[config.mk]
export PLATFORM = sky130hd
export DESIGN_NAME = autochanger_home_sequencer
export DESIGN_NICKNAME = d
export VERILOG_FILES = /design/src/logic/autochanger_home_sequencer.v
export VERILOG_INCLUDE_DIRS = /design/src /design/src/logic
export SDC_FILE = /design/constraint.sdc
export NUM_CORES = 1
export LEC_CHECK = 0
export BUFFER_PORTS_ARGS = -buffer_cell sky130_fd_sc_hd__buf_2
export CAP_MARGIN = 25
export CORE_ASPECT_RATIO = 1.1
export CORE_MARGIN = 3
export CORE_UTILIZATION = 50
export DETAILED_ROUTE_END_ITERATION = 6
export PLACE_DENSITY = 0.75
export SYNTH_ARGS = -nofsm -noshare
export SYNTH_HDL_FRONTEND = slang
export SYNTH_SLANG_ARGS = --single-unit
[constraint.sdc]
create_clock -name ref_clk -period 2.3 [get_ports ref_clk]
set_input_delay 0.115 -clock ref_clk [delete_from_list [all_inputs] [get_ports ref_clk]]
set_output_delay 0.115 -clock ref_clk [all_outputs]
set_load 0.02 [all_outputs]
[src/logic/home_seq_defs.vh]
`ifndef HOME_SEQ_DEFS_VH
`define HOME_SEQ_DEFS_VH

// Register offsets (byte addresses, 32-bit words)
`define REG_CTRL        8'h00
`define REG_STATUS      8'h04
`define REG_IRQ_STAT    8'h08
`define REG_IRQ_MASK    8'h0C
`define REG_LOG_SEL     8'h10
`define REG_LOG_DATA    8'h14
`define REG_CLEARANCE   8'h18
`define REG_SLOT_QUERY  8'h1C
`define REG_FAIL_UNITS  8'h20

// Control bits
`define CTRL_START      0
`define CTRL_SINGLE     1
`define CTRL_SPEED_LO   2
`define CTRL_SPEED_HI   3
`define CTRL_LOG_CLEAR  4

// Speed selects
`define SPEED_FULL      2'h0
`define SPEED_HALF      2'h1
`define SPEED_QUARTER   2'h2

// Error codes, hexadecimal
`define ERR_NONE        8'h00
`define ERR_PICKER      8'h40
`define ERR_FLIP_AREA   8'h44
`define ERR_FINGERS     8'h45
`define ERR_HOME_POS    8'h46
`define ERR_HARDWARE    8'hF0

// Macro-move identifier of the homing routine
`define MACRO_HOME      8'h01

// First micro-move of each step
`define MICRO_MOVE_IDENTIFIER_STEP1      8'h56
`define MICRO_MOVE_IDENTIFIER_STEP2      8'h49
`define MICRO_MOVE_IDENTIFIER_STEP3      8'h4D
`define MICRO_MOVE_IDENTIFIER_STEP4      8'h47

`define FAIL_LIMIT      3'h4
`define SLOTS_PER_GROUP 16'h0004

// Extended log field selects
`define LOG_ENTRY       3'h0
`define LOG_MOVES       3'h1
`define LOG_MACRO       3'h2
`define LOG_MM1_ID      3'h3
`define LOG_MM1_ERR     3'h4
`define LOG_MM2_ID      3'h5
`define LOG_MM2_ERR     3'h6
`define LOG_TILT        3'h7

// Interrupt status bits
`define IRQ_DONE        0
`define IRQ_FAIL        1
`define IRQ_HW_ERR      2

`endif

[src/logic/autochanger_home_sequencer.v]
// Our own choices: the address map and the strobed register port.
`timescale 1ns/10ps
`include "home_seq_defs.vh"

// Summary of operation
// - Step one frees picker fingers; failure logs error 40.
// - Step two clears flip area; carriage failure logs error 44.
// - Step three retracts fingers, calibrates flip; failure logs error 45.
// - Step four drives carriage to drive-end hard stop; failure logs 46.
// - Steps repeat in order until all pass or four failures accumulate.
// - At the limit, flag three replaceable units and report one hardware error.
// - Single-execution mode runs each motion once with no recovery.
// - Motions may run at half or quarter speed by selection.
// - Homing errors are micro-move codes, hidden from the panel.
// - All error numbers are encoded in hexadecimal.
// - Extended log fields follow the fixed documented order.
// - Move count counts moves since logs were last zeroed.
// - Stack tilt log always reads zero.
// - Clearance log reports up and down values, two's complement.
// - Slots group by four from the drive end, numbering upward.
module autochanger_home_sequencer (
  // Clock and reset
  input  wire        ref_clk,
  input  wire        arst_n,
  // Register port
  input  wire [7:0]  reg_addr,
  input  wire [31:0] reg_wdata,
  input  wire        reg_wr,
  input  wire        reg_rd,
  output reg  [31:0] reg_rdata_ff,
  // Motion mechanism
  output reg         move_req_ff,
  output reg  [7:0]  micro_move_identifier_ff,
  output reg  [1:0]  move_speed_ff,
  input  wire        move_done,
  input  wire        move_fail,
  // Clearance test results
  input  wire [15:0] clear_up,
  input  wire [15:0] clear_down,
  // Panel-visible status
  output reg  [7:0]  panel_error_ff,
  output reg         irq_ff
);

  localparam ST_IDLE = 3'h0;
  localparam ST_ISSUE = 3'h1;
  localparam ST_WAIT = 3'h2;
  localparam ST_PASS = 3'h3;
  localparam ST_HWERR = 3'h4;

  reg [2:0]  state_ff;
  reg [2:0]  nxt_state;
  reg [1:0]  step_ff;
  reg [1:0]  nxt_step;
  reg [2:0]  fail_cnt_ff;
  reg [2:0]  nxt_fail_cnt;
  reg        single_ff;
  reg [1:0]  speed_ff;
  reg [2:0]  log_sel_ff;
  reg [2:0]  irq_stat_ff;
  reg [2:0]  irq_mask_ff;
  reg [2:0]  fru_ff;
  reg [7:0]  last_err_ff;
  reg [15:0] log_entry_ff;
  reg [31:0] moves_since_clear_ff;
  reg [7:0]  macro_move_id_ff;
  reg [7:0]  first_micro_move_id_ff;
  reg [7:0]  first_micro_move_error_ff;
  reg [7:0]  second_micro_move_id_ff;
  reg [7:0]  second_micro_move_error_ff;
  reg        second_valid_ff;

  reg [7:0]  step_micro_move_identifier;
  reg [7:0]  step_err;
  reg [31:0] log_word;
  reg [31:0] nxt_rdata;
  reg [2:0]  ev;

  wire start_wr  = reg_wr && (reg_addr == `REG_CTRL) && reg_wdata[`CTRL_START];
  wire log_clear = reg_wr && (reg_addr == `REG_CTRL) && reg_wdata[`CTRL_LOG_CLEAR];
  wire step_fail = (state_ff == ST_WAIT) && move_fail;
  wire step_ok   = (state_ff == ST_WAIT) && move_done && !move_fail;

  // Step to micro-move and error code mapping
  always @* begin
    case (step_ff)
      2'h0: begin
        step_micro_move_identifier = `MICRO_MOVE_IDENTIFIER_STEP1;
        step_err  = `ERR_PICKER;
      end
      2'h1: begin
        step_micro_move_identifier = `MICRO_MOVE_IDENTIFIER_STEP2;
        step_err  = `ERR_FLIP_AREA;
      end
      2'h2: begin
        step_micro_move_identifier = `MICRO_MOVE_IDENTIFIER_STEP3;
        step_err  = `ERR_FINGERS;
      end
      default: begin
        step_micro_move_identifier = `MICRO_MOVE_IDENTIFIER_STEP4;
        step_err  = `ERR_HOME_POS;
      end
    endcase
  end

  // Sequencer
  always @* begin
    nxt_state    = state_ff;
    nxt_step     = step_ff;
    nxt_fail_cnt = fail_cnt_ff;
    ev           = 3'h0;
    case (state_ff)
      ST_IDLE: begin
        if (start_wr) begin
          nxt_state    = ST_ISSUE;
          nxt_step     = 2'h0;
          nxt_fail_cnt = 3'h0;
        end
      end
      ST_ISSUE: begin
        nxt_state = ST_WAIT;
      end
      ST_WAIT: begin
        if (step_fail) begin
          nxt_fail_cnt = fail_cnt_ff + 3'h1;
          ev[`IRQ_FAIL] = 1'b1;
          if (single_ff) begin
            // No recovery: stop on first failure
            nxt_state = ST_IDLE;
          end else if (fail_cnt_ff + 3'h1 >= `FAIL_LIMIT) begin
            nxt_state = ST_HWERR;
            ev[`IRQ_HW_ERR] = 1'b1;
          end else begin
            nxt_state = ST_ISSUE;
            nxt_step  = 2'h0;
          end
        end else if (step_ok) begin
          if (step_ff == 2'h3) begin
            nxt_state = ST_PASS;
          end else begin
            nxt_step  = step_ff + 2'h1;
            nxt_state = ST_ISSUE;
          end
        end
      end
      ST_PASS: begin
        nxt_fail_cnt = 3'h0;
        ev[`IRQ_DONE] = 1'b1;
        nxt_state = ST_IDLE;
      end
      default: begin
        if (start_wr) begin
          nxt_state    = ST_ISSUE;
          nxt_step     = 2'h0;
          nxt_fail_cnt = 3'h0;
        end
      end
    endcase
  end

  always @(posedge ref_clk or negedge arst_n) begin
    if (!arst_n) begin
      state_ff    <= ST_IDLE;
      step_ff     <= 2'h0;
      fail_cnt_ff <= 3'h0;
      move_req_ff <= 1'b0;
      micro_move_identifier_ff <= 8'h00;
      move_speed_ff <= `SPEED_FULL;
    end else begin
      state_ff    <= nxt_state;
      step_ff     <= nxt_step;
      fail_cnt_ff <= nxt_fail_cnt;
      move_req_ff <= (nxt_state == ST_ISSUE);
      if (nxt_state == ST_ISSUE) begin
        micro_move_identifier_ff <= (nxt_step == 2'h0) ? `MICRO_MOVE_IDENTIFIER_STEP1 :
                                    (nxt_step == 2'h1) ? `MICRO_MOVE_IDENTIFIER_STEP2 :
                                    (nxt_step == 2'h2) ? `MICRO_MOVE_IDENTIFIER_STEP3 : `MICRO_MOVE_IDENTIFIER_STEP4;
      end
      move_speed_ff <= speed_ff;
    end
  end

  // Failure attribution and error reporting
  always @(posedge ref_clk or negedge arst_n) begin
    if (!arst_n) begin
      fru_ff         <= 3'h0;
      last_err_ff    <= `ERR_NONE;
      panel_error_ff <= `ERR_NONE;
    end else begin
      if (step_fail) begin
        last_err_ff <= step_err;
      end
      if (ev[`IRQ_HW_ERR]) begin
        // One bit per replaceable unit: picker, carriage, flip
        fru_ff <= {step_err == `ERR_FINGERS, step_err == `ERR_FLIP_AREA || step_err == `ERR_HOME_POS,
                   step_err == `ERR_PICKER} | fru_ff | 3'h7;
        panel_error_ff <= `ERR_HARDWARE;
      end else if (start_wr) begin
        fru_ff         <= 3'h0;
        panel_error_ff <= `ERR_NONE;
      end
    end
  end

  // Extended log
  always @(posedge ref_clk or negedge arst_n) begin
    if (!arst_n) begin
      log_entry_ff               <= 16'h0000;
      moves_since_clear_ff       <= 32'h00000000;
      macro_move_id_ff           <= 8'h00;
      first_micro_move_id_ff     <= 8'h00;
      first_micro_move_error_ff  <= 8'h00;
      second_micro_move_id_ff    <= 8'h00;
      second_micro_move_error_ff <= 8'h00;
      second_valid_ff            <= 1'b0;
    end else if (log_clear) begin
      log_entry_ff               <= 16'h0000;
      moves_since_clear_ff       <= 32'h00000000;
      second_valid_ff            <= 1'b0;
    end else begin
      if (move_req_ff) begin
        moves_since_clear_ff <= moves_since_clear_ff + 32'h1;
      end
      if (step_fail) begin
        macro_move_id_ff <= `MACRO_HOME;
        if (fail_cnt_ff == 3'h0 || !second_valid_ff && log_entry_ff == 16'h0000) begin
          log_entry_ff              <= log_entry_ff + 16'h1;
          first_micro_move_id_ff    <= micro_move_identifier_ff;
          first_micro_move_error_ff <= step_err;
          second_valid_ff           <= 1'b0;
        end else begin
          second_micro_move_id_ff    <= micro_move_identifier_ff;
          second_micro_move_error_ff <= step_err;
          second_valid_ff            <= 1'b1;
        end
      end
    end
  end

  // Log field select, fixed order
  always @* begin
    case (log_sel_ff)
      `LOG_ENTRY:   log_word = {16'h0000, log_entry_ff};
      `LOG_MOVES:   log_word = moves_since_clear_ff;
      `LOG_MACRO:   log_word = {24'h000000, macro_move_id_ff};
      `LOG_MM1_ID:  log_word = {24'h000000, first_micro_move_id_ff};
      `LOG_MM1_ERR: log_word = {24'h000000, first_micro_move_error_ff};
      `LOG_MM2_ID:  log_word = second_valid_ff ? {24'h000000, second_micro_move_id_ff} : 32'h00000000;
      `LOG_MM2_ERR: log_word = second_valid_ff ? {24'h000000, second_micro_move_error_ff} : 32'h00000000;
      default:      log_word = 32'h00000000;
    endcase
  end

  // Register write side
  always @(posedge ref_clk or negedge arst_n) begin
    if (!arst_n) begin
      single_ff   <= 1'b0;
      speed_ff    <= `SPEED_FULL;
      log_sel_ff  <= `LOG_ENTRY;
      irq_mask_ff <= 3'h0;
    end else if (reg_wr) begin
      if (reg_addr == `REG_CTRL) begin
        single_ff <= reg_wdata[`CTRL_SINGLE];
        speed_ff  <= reg_wdata[`CTRL_SPEED_HI:`CTRL_SPEED_LO];
      end else if (reg_addr == `REG_IRQ_MASK) begin
        irq_mask_ff <= reg_wdata[2:0];
      end else if (reg_addr == `REG_LOG_SEL) begin
        log_sel_ff <= reg_wdata[2:0];
      end
    end
  end

  // Read side; status cleared on read, new events win
  always @* begin
    if (reg_addr == `REG_CTRL)
      nxt_rdata = {28'h0000000, speed_ff, single_ff, 1'b0};
    else if (reg_addr == `REG_STATUS)
      nxt_rdata = {16'h0000, last_err_ff, 1'b0, fail_cnt_ff, 1'b0, state_ff};
    else if (reg_addr == `REG_IRQ_STAT)
      nxt_rdata = {29'h00000000, irq_stat_ff};
    else if (reg_addr == `REG_IRQ_MASK)
      nxt_rdata = {29'h00000000, irq_mask_ff};
    else if (reg_addr == `REG_LOG_SEL)
      nxt_rdata = {29'h00000000, log_sel_ff};
    else if (reg_addr == `REG_LOG_DATA)
      nxt_rdata = log_word;
    else if (reg_addr == `REG_CLEARANCE)
      nxt_rdata = {clear_up, clear_down};
    else if (reg_addr == `REG_SLOT_QUERY)
      nxt_rdata = {16'h0000, reg_wdata[15:0] / `SLOTS_PER_GROUP + 16'h1};
    else if (reg_addr == `REG_FAIL_UNITS)
      nxt_rdata = {29'h00000000, fru_ff};
    else
      nxt_rdata = 32'h00000000;
  end

  always @(posedge ref_clk or negedge arst_n) begin
    if (!arst_n) begin
      reg_rdata_ff <= 32'h00000000;
      irq_stat_ff  <= 3'h0;
      irq_ff       <= 1'b0;
    end else begin
      reg_rdata_ff <= reg_rd ? nxt_rdata : 32'h00000000;
      if (reg_rd && reg_addr == `REG_IRQ_STAT)
        irq_stat_ff <= ev;
      else
        irq_stat_ff <= irq_stat_ff | ev;
      irq_ff <= |(((reg_rd && reg_addr == `REG_IRQ_STAT) ? ev : (irq_stat_ff | ev)) & irq_mask_ff);
    end
  end

endmodule

# --- After elaboration in Yosys (flattened, before gate mapping) ---
# Cells that the tools add are included.
# W data, S select, Z words.
word_totals:
  reg_bits: 165
  latch_bits: 0
  ram_bits: 0
  rom_bits: 0
  in_bits: 78
  out_inout_bits: 52
  wordCells: 144
  n_memories: 0
classes:
  addsub: 5
  n_mul: 0
  div: 0
  order_cmp: 1
  n_eq_ne: 24
  shift: 0
  n_mux: 51
  bitwise_logic: 7
  n_reduce_logical: 32
op_table:
  columns: ["operator", "n"]
  rows:
  - ["$mux W32", 10]
  - ["$pmux W32 S7", 1]
  - ["$mux W16", 3]
  - ["$add A32 B1 Y32 const B", 1]
  - ["$eq A8 B5 Y1 const B", 4]
  - ["$mux W8", 4]
  - ["$mux W3", 10]
  - ["$pmux W3 S3", 3]
  - ["$mux W2", 9]
  - ["$add A16 B1 Y16 const B", 1]
  - ["$eq A8 B4 Y1 const B", 2]
  - ["$logic_not A16 Y1", 1]
  - ["$add A14 B1 Y15 const B", 1]
  - ["$mux W15", 1]
  - ["$eq A3 B2 Y1 const B", 4]
  - ["$reduce_and A3 Y1", 4]
  - ["$eq A3 B1 Y1 const B", 3]
  - ["$eq A3 B3 Y1 const B", 3]
  - ["$eq A8 B3 Y1 const B", 1]
  - ["$eq A8 B6 Y1 const B", 1]
  - ["$logic_and A1 B1 Y1", 8]
  - ["$logic_not A8 Y1", 1]
  - ["$mux W4", 2]
  - ["$reduce_bool A2 Y1", 4]
  - ["other kinds (21)", 38]

# --- Logic depth before layout (Yosys ltp) ---
# Gate-level depths: netlist (run 1).
logic_depth:
  depth_word: 11
  ltp_mapped: 9
  mapped_depth_nobuf: 7

# --- Worst setup path after synthesis (run 1) ---
# No wires, ideal clock.
synth_path:
  path_type: "register to register"
  from: "register state_ff[1]"
  to: "register micro_move_identifier_ff[1]"
  setup_time_ps: 125
  t_arrival_ps: 2350
  required_time_ps: 2175
  path_slack_ps: -175
  path_stages_with_launch: 10
  path_buffers: 2
  period_less_slack_ps: 2475
  cell_sequence: "dfrtp_1 -> clkbuf_1 -> nor2b_1 -> nand2_1 -> buf_1 -> nor3b_1 -> o21ai_0 -> o211a_1 -> ha_1 -> mux2_2"
synth_between:
  elab_chain_cells: 10
  word_cells_on_any_way: 21
  classes_between: "6 x eq/ne; 10 x mux; 5 x reduce/logical"
synth_lines:
  columns: ["element", "line", "source"]
  rows:
  - ["start, declared", "autochanger_home_sequencer.v:51", "reg [2:0] state_ff;"]
  - ["start signal, assigned", "autochanger_home_sequencer.v:170", "state_ff <= nxt_state;"]
  - ["$eq A3 B2 Y1", "autochanger_home_sequencer.v:81, autochanger_home_sequencer.v:82, autochanger_home_sequencer.v:112", null]
  - ["$logic_and A1 B1 Y1 (2 in a row)", "autochanger_home_sequencer.v:82", "wire step_ok = (state_ff == ST_WAIT) && move_done && !move_fail;"]
  - ["$mux W2", "autochanger_home_sequencer.v:137", "end else if (step_ok) begin"]
  - ["$mux W2", "autochanger_home_sequencer.v:124", "if (step_fail) begin"]
  - ["$pmux W2 S2 *", "autochanger_home_sequencer.v:112", "case (state_ff)"]
  - ["net nxt_step[0]", "autochanger_home_sequencer.v:54", "reg [1:0] nxt_step;"]
  - ["$eq A2 B2 Y1", "autochanger_home_sequencer.v:177", "(nxt_step == 2'h2) ? `MICRO_MOVE_IDENTIFIER_STEP3 : `MICRO_MOVE_IDENTIFIER_STEP4;"]
  - ["$mux W4 (no line) (2 in a row)", null, null]
  - ["$mux W5 (no line) *", null, null]
  - ["end signal, assigned", "autochanger_home_sequencer.v:175", "micro_move_identifier_ff <= (nxt_step == 2'h0) ? `MICRO_MOVE_IDENTIFIER_STEP1 :"]
  - ["end, declared", "autochanger_home_sequencer.v:33", "output reg [7:0] micro_move_identifier_ff,"]
# The timed path passes the listed nets; every way through them passes the cells marked *.
# A chain may end at the register's enable or synchronous reset.

# --- Worst setup path in the final report (run 1) ---
layout_path:
  from: "register log_entry_ff[13]"
  to: "register first_micro_move_id_ff[6]"
layout_between:
  elab_chain_cells: 4
layout_lines:
  columns: ["element", "line", "source"]
  rows:
  - ["start, declared", "autochanger_home_sequencer.v:64", "reg [15:0] log_entry_ff;"]
  - ["start signal, assigned", "autochanger_home_sequencer.v:227", "log_entry_ff <= log_entry_ff + 16'h1;"]
  - ["$logic_not A16 Y1", "autochanger_home_sequencer.v:226", "if (fail_cnt_ff == 3'h0 || !second_valid_ff && log_entry_ff == 16'h0000) begin"]
  - ["$logic_and A1 B1 Y1", "autochanger_home_sequencer.v:226", null]
  - ["$logic_or A1 B1 Y1", "autochanger_home_sequencer.v:226", null]
  - ["$reduce_and A3 Y1 (no line)", null, null]
  - ["end signal, assigned", "autochanger_home_sequencer.v:228", "first_micro_move_id_ff <= micro_move_identifier_ff;"]
  - ["end, declared", "autochanger_home_sequencer.v:67", "reg [7:0] first_micro_move_id_ff;"]
# Every way passes these cells.

==> results.toml, run 1 <==
[synthesis]
synth_seq_area_share_pct = 46.0
synth.distinct_cells = 69
syn_avg_cell_area_sq_um = 9.41
yosys_warnings = 0
synth_seq_cells = 137
synth-main-ff-cell = "dfrtp_1"
synthArstFlopShare_pct = 100
netlist_area_sq_um = 7460
synth_edf_count = 0
synthCells = 793

[place]
gp_congestion = 0.904
hpwl_mm = 14.2
portBuffers = 107
placed_area_sq_um = 8510
placed_cells = 1100

[cts]
htree_levels = 4
cts_max_path_buffers = 2
clk_latency_ns = 0.43
cts_buffers = 17
cts_root_buffer = "clkbuf_16"
cts_tree = "done"
path_clk_slew_ns = 0.06
cts_num_sinks = 137

[final_layout]
final_area_sq_um = 9410
diodes = 0
fin_util_pct = 64.9
final_common_cell = "dfrtp_1"
fin_nets = 1037
fillers = 1158
final_cells = 1156
drive_above_1_share_pct = 26.8
mostFrequentLayoutCells = "dfrtp_1 (137), buf_2 (106), nor2_1 (96)"
syn_to_final_growth_pct = 26.1
multi_input_area_sq_um = 3810
seqCellArea_sq_um = 3430

[worst_setup_path]
worst-path-stages = 5
slowest_stage = "or4_4"
r2r_cells = 5
crit_path_end = "first_micro_move_id_ff[6]"
path_max_fanout = 11
cp-startpoint = "log_entry_ff[13]"
cp.arrival_ns = 2.60
path_class = "flop to flop"
r2r_end = "first_micro_move_id_ff[6]"
crit_required_ns = 2.61
crit_family = "simple AND/OR/NAND/NOR gates"
r2r_slack_ns = 0.02
slowest_delay_ns = 0.56
worstPathCellList = "or4_4 -> o41a_1 -> nor3_2 -> buf_6 -> mux2_2"
cp_num_buf_inv = 1
regToRegStartpoint = "log_entry_ff[13]"
crit_path_start_kind = "flop"
worst_setup_path_end_kind = "flop"

[floorplan]
start_util_pct = 51.4
fp.dieH_um = 134
die_w_um = 122
die_area_sq_um = 16400
num_rows = 46
io_pins = 130
core_sq_um = 14500

[timing]
rsz0062_at_grt = "yes"
finalSetupViolCount = 0
finalHoldViolations = 0
fmax_mhz = 438
finalMaxSlewViolations = 0
skew_ns = 0.00883
tightest_slew_ns = 0.634
tns_ns = 0
final.period_utilization_pct = 99.2
fin_crit_ns = 2.28
max_slew_margin_pct = 57.2

[drt]
routed_wl_mm = 20.1
ant_nets = 0
wl_per_cell_um = 17.4
initialDrtViolationCount = 608
num_vias = 6685
via_per_inst = 5.78
drcViolationCount = 0
drtPass1Iterations = 5

[power_and_ir_drop]
power.net_switching_w = 0.00208
internal_power_w = 0.00485
switching_share_pct = 30.0
leakage_nw = 4.36
worst_ir_drop_vdd_mv = 0.685
p_comb_share_pct = 18.2
power_frac_seq_pct = 41.5
p_per_area_nw_per_um2 = 736
pwr-share-clk_pct = 40.4

[global_route]
grt_antenna_before_repair = 0
grt_max_degree = 61
grt_pass1_vias = 6449
grt_pass1_wl_mm = 32.3
track_usage_pct = 24.7
grt_overflow = 0

[status]
status = "finished, final reports clean"

[min_path]
min_path_type = "primary input to flop"

[job]
maxCapViolations = 0
## synth_stat cells, types with 6 or more instances
library cell | instances | area [sq um]
xnor2_1 | 27 | 236
nand2_1 | 71 | 267
nor2b_1 | 13 | 81.3
nor4_1 | 15 | 93.8
ha_1 | 8 | 100
and3_1 | 6 | 37.5
mux2_2 | 30 | 338
o21ai_0 | 29 | 145
nor2_1 | 96 | 360
inv_1 | 18 | 67.6
nor3_1 | 20 | 100
dfrtp_1 | 137 | 3430
nand3_1 | 41 | 205
or3_1 | 12 | 75.1
buf_4 | 10 | 75.1
clkbuf_1 | 36 | 135
xor2_1 | 25 | 219
a22oi_1 | 22 | 165
nand2b_1 | 11 | 68.8
a31oi_1 | 8 | 50.1
nand4_1 | 14 | 87.6
a21oi_1 | 35 | 175
mux2i_1 | 11 | 110
## metal layers
| layer | up-vias | GRT usage (%) | routed length, um |
|---|---|---|---|
| met1 | 3239 | 33.4 | 8650 |
| met5 | - | 0 | 0 |
| met2 | 274 | 39.7 | 9640 |
| li1 | 3123 | - | - |
| met4 | 0 | 8.53 | 516 |
| met3 | 49 | 5.19 | 1270 |
## layout make-up
cell class	count	area share, %
multi-input combinational	586	40.5
sequential	137	36.4
timing repair buffer	191	13.4
clock buffer	18	4.67
tap	192	2.55
clock inverter	14	1.73
inverter	18	0.718
## worst min-delay path, stage by stage
cell	delay, ns
buf_2	0.10
a32oi_1	0.06
nor2_1	0.12
## timing repair
action,CTS,global route
endpoints found under the hold margin,83,0
resized for setup,2,7
hold buffers,23,0
buffers inserted,0,1
endpoints found under the setup margin,8,11
## registers in the layout (all words and copies together) (netlist names), 2 cells and up
| signal | count |
|---|---|
| irq_stat_ff | 3 |
| irq_mask_ff | 3 |
| micro_move_identifier_ff | 6 |
| log_entry_ff | 16 |
| first_micro_move_id_ff | 6 |
| state_ff | 3 |
| second_micro_move_id_ff | 6 |
| log_sel_ff | 3 |
| move_speed_ff | 2 |
| first_micro_move_error_ff | 4 |
| step_ff | 2 |
| fail_cnt_ff | 3 |
| last_err_ff | 4 |
| speed_ff | 2 |
| moves_since_clear_ff | 32 |
| second_micro_move_error_ff | 4 |
| reg_rdata_ff | 32 |
## power by group through the flow
stage               registers (W)  logic (W)  clock network [W]
finish                    0.00287    0.00126            0.00280
CTS                       0.00287    0.00123            0.00282
global route              0.00290    0.00137            0.00292
floorplan                 0.00291   0.000667                  0
global placement          0.00289    0.00115                  0
detailed placement        0.00291    0.00118                  0
## kinds of logic after synthesis
group / Yosys count / synth area share (%)
flops: 137 / 46.0
fa+ha+maj: 8 / 1.34
compound gates: 145 / 13.3
other cells: 1 / 0.0503
xor+xnor: 52 / 6.11
simple gates: 333 / 22.7
mux: 42 / 6.16
buf+inv: 75 / 4.46
## stage by stage
step	setup slack [ns]	hold WS [ns]	total power, W
detailed placement	-0.0302	0.129	0.00409
global placement	0.0133	0.125	0.00404
finish	0.0185	0.0244	0.00692
CTS	0.0174	0.00764	0.00692
floorplan	-0.0144	-0.181	0.00357
global route	-0.0694	0.0184	0.00719
## how the worst min path moves through the flow
| stage | startpoint | endpoint | slack, ns | cells past startpoint |
|---|---|---|---|---|
| 5_1_grt | clear_down[15] | reg_rdata_ff[15] | 0.02 | 3 |
| 2_1_floorplan | arst_n | fail_cnt_ff[0] | -0.18 | 0 |
| 3_3_place_gp | arst_n | reg_rdata_ff[27] | 0.12 | 1 |
| 3_5_place_dp | arst_n | reg_rdata_ff[28] | 0.13 | 1 |
| 6_report | clear_down[15] | reg_rdata_ff[15] | 0.02 | 3 |
| 4_1_cts | clear_down[15] | reg_rdata_ff[15] | 0.008 | 3 |
No activity file was read; power rests on OpenSTA's default activity.
==> run 2, diff against run 1 <==
CORE_UTILIZATION = 45   (was 50)
PLACE_DENSITY = 0.69   (was 0.75)
==> results.toml, run 2 (synthesis gave the netlist of run 1 again) <==
[worst_setup_path]
worstPathCellList = "or4_1 -> o41a_1 -> nor3_4 -> buf_6 -> mux2_2"
worst_setup_path_end_kind = "flop"
path_class = "flop to flop"
cp.arrival_ns = 2.61
crit_path_start_kind = "flop"
crit_required_ns = 2.60
slowest_stage = "or4_1"
path_max_fanout = 6
slowest_delay_ns = 0.58

[cts]
path_clk_slew_ns = 0.06
cts_num_sinks = 137
clk_latency_ns = 0.42
cts_max_path_buffers = 2
htree_levels = 4
cts_root_buffer = "clkbuf_16"
cts_tree = "done"
cts_buffers = 17

[floorplan]
die_w_um = 129
fp.dieH_um = 141
num_rows = 48
core_sq_um = 16000
start_util_pct = 46.7
io_pins = 130
die_area_sq_um = 18200

[timing]
finalMaxSlewViolations = 0
finalHoldViolations = 0
max_slew_margin_pct = 54.0
final.period_utilization_pct = 100
skew_ns = 0.00914
fmax_mhz = 433
tightest_slew_ns = 0.681
fin_crit_ns = 2.31
hold-worst-slack_ns = 0.0290
fin_ws_ns = -0.00839
finalSetupViolCount = 4
rsz0062_at_grt = "yes"

[global_route]
grt_pass1_vias = 6576
track_usage_pct = 22.9
grt_overflow = 0
grt_pass1_wl_mm = 33.3
grt_max_degree = 62
grt_antenna_before_repair = 0

[place]
portBuffers = 107
hpwl_mm = 14.7
gp_congestion = 0.889
placed_area_sq_um = 8520

[final_layout]
seqCellArea_sq_um = 3430
final_common_cell = "dfrtp_1"
multi_input_area_sq_um = 3830
drive_above_1_share_pct = 27.1
biggestRegsByFlops = "moves_since_clear_ff x32, reg_rdata_ff x32, log_entry_ff x16"
fillers = 1374
final_area_sq_um = 9460
mostFrequentLayoutCells = "dfrtp_1 (137), buf_2 (106), nor2_1 (96)"
fin_nets = 1037
syn_to_final_growth_pct = 26.8
diodes = 0

[job]
maxCapViolations = 0

[power_and_ir_drop]
internal_power_w = 0.00489
power_frac_seq_pct = 41.4
worst_ir_drop_vdd_mv = 0.634
p_per_area_nw_per_um2 = 736
power.net_switching_w = 0.00207
leakage_nw = 4.37
switching_share_pct = 29.7
p_comb_share_pct = 18.0
pwr-share-clk_pct = 40.7

[drt]
routed_wl_mm = 20.9
via_per_inst = 5.76
ant_nets = 0
initialDrtViolationCount = 640
wl_per_cell_um = 17.9
drtPass1Iterations = 6
drcViolationCount = 0
num_vias = 6708

[status]
violations = "negative setup slack"
status = "complete, but fails checks"

[min_path]
min_path_type = "primary input to flop"
==> run 2: cell types whose count changed in the layout (fill, tap and decap cells not counted), sizes merged <==
cell,previous run,this run
clkbuf,18,19
clkinv,3,2
clkinvlp,3,2
inv,24,25
==> run 2: what timing repair did <==
item	CTS	global route
resized for setup	1	14
hold buffers	23	0
hold endpoints to repair	82	0
setup buffers	0	1
pin swaps	0	1
cloned	0	1
setup endpoints to repair	6	16
==> run 2: critical path: cells and delay by family (launching register included) <==
family	cells	cell delay, ns
flops	1	0.37
mux	1	0.33
compound gates	1	0.52
simple gates	2	0.79
buf+inv	1	0.18
==> run 2: final timing paths <==
kind	start	end	slack [ns]	depth (start not counted)
min in group asynchronous	arst_n	reg_rdata_ff[27]	0.24	2
hold reg to reg	speed_ff[1]	move_speed_ff[1]	0.43	0
hold / removal	clear_down[15]	reg_rdata_ff[15]	0.03	3
setup / recovery	log_entry_ff[13]	first_micro_move_id_ff[0]	-0.008	5
max in group asynchronous	arst_n	log_sel_ff[2]	1.27	3
setup reg to reg	log_entry_ff[13]	first_micro_move_id_ff[0]	-0.008	5
==> run 2: metal layers <==
layer	vias to the layer above	global-route usage, %	part of all wire, %
met5	-	0	0
met4	0	6.91	1.7
met3	27	4.43	5.3
met2	228	37.4	50
met1	3318	30.7	43
li1	3135	-	-
==> run 2: metrics by stage <==
step / TNS [ns] / total power (W) / util, % / instances / setup WS (ns)
floorplan: -0.115 / 0.00357 / - / 798 / -0.0144
global placement: 0 / 0.00404 / 53.4 / 1107 / 0.0199
detailed placement: 0 / 0.00407 / 53.4 / 1107 / 0.0112
CTS: 0 / 0.00693 / 58.6 / 1162 / 0.00653
global route: -0.461 / 0.00726 / 59.2 / 1164 / -0.0638
finish: -0.0188 / 0.00696 / 59.2 / 1164 / -0.00839
==> run 2: power by group through the flow <==
stage	clock (W)	sequential [W]	combinational [W]
after floorplan	0	0.00291	0.000667
after detailed placement	0	0.00292	0.00115
final	0.00283	0.00288	0.00125
after global routing	0.00297	0.00292	0.00136
after CTS	0.00286	0.00287	0.00120
after global placement	0	0.00291	0.00114
==> run 2: area by class of cell <==
| type | count | area share [%] |
|---|---|---|
| clock inverters | 13 | 1.65 |
| multi-input cells | 586 | 40.5 |
| clock buffers | 19 | 4.79 |
| inverters | 18 | 0.714 |
| well taps | 200 | 2.65 |
| repair buffers | 191 | 13.5 |
| flip-flops and latches | 137 | 36.2 |
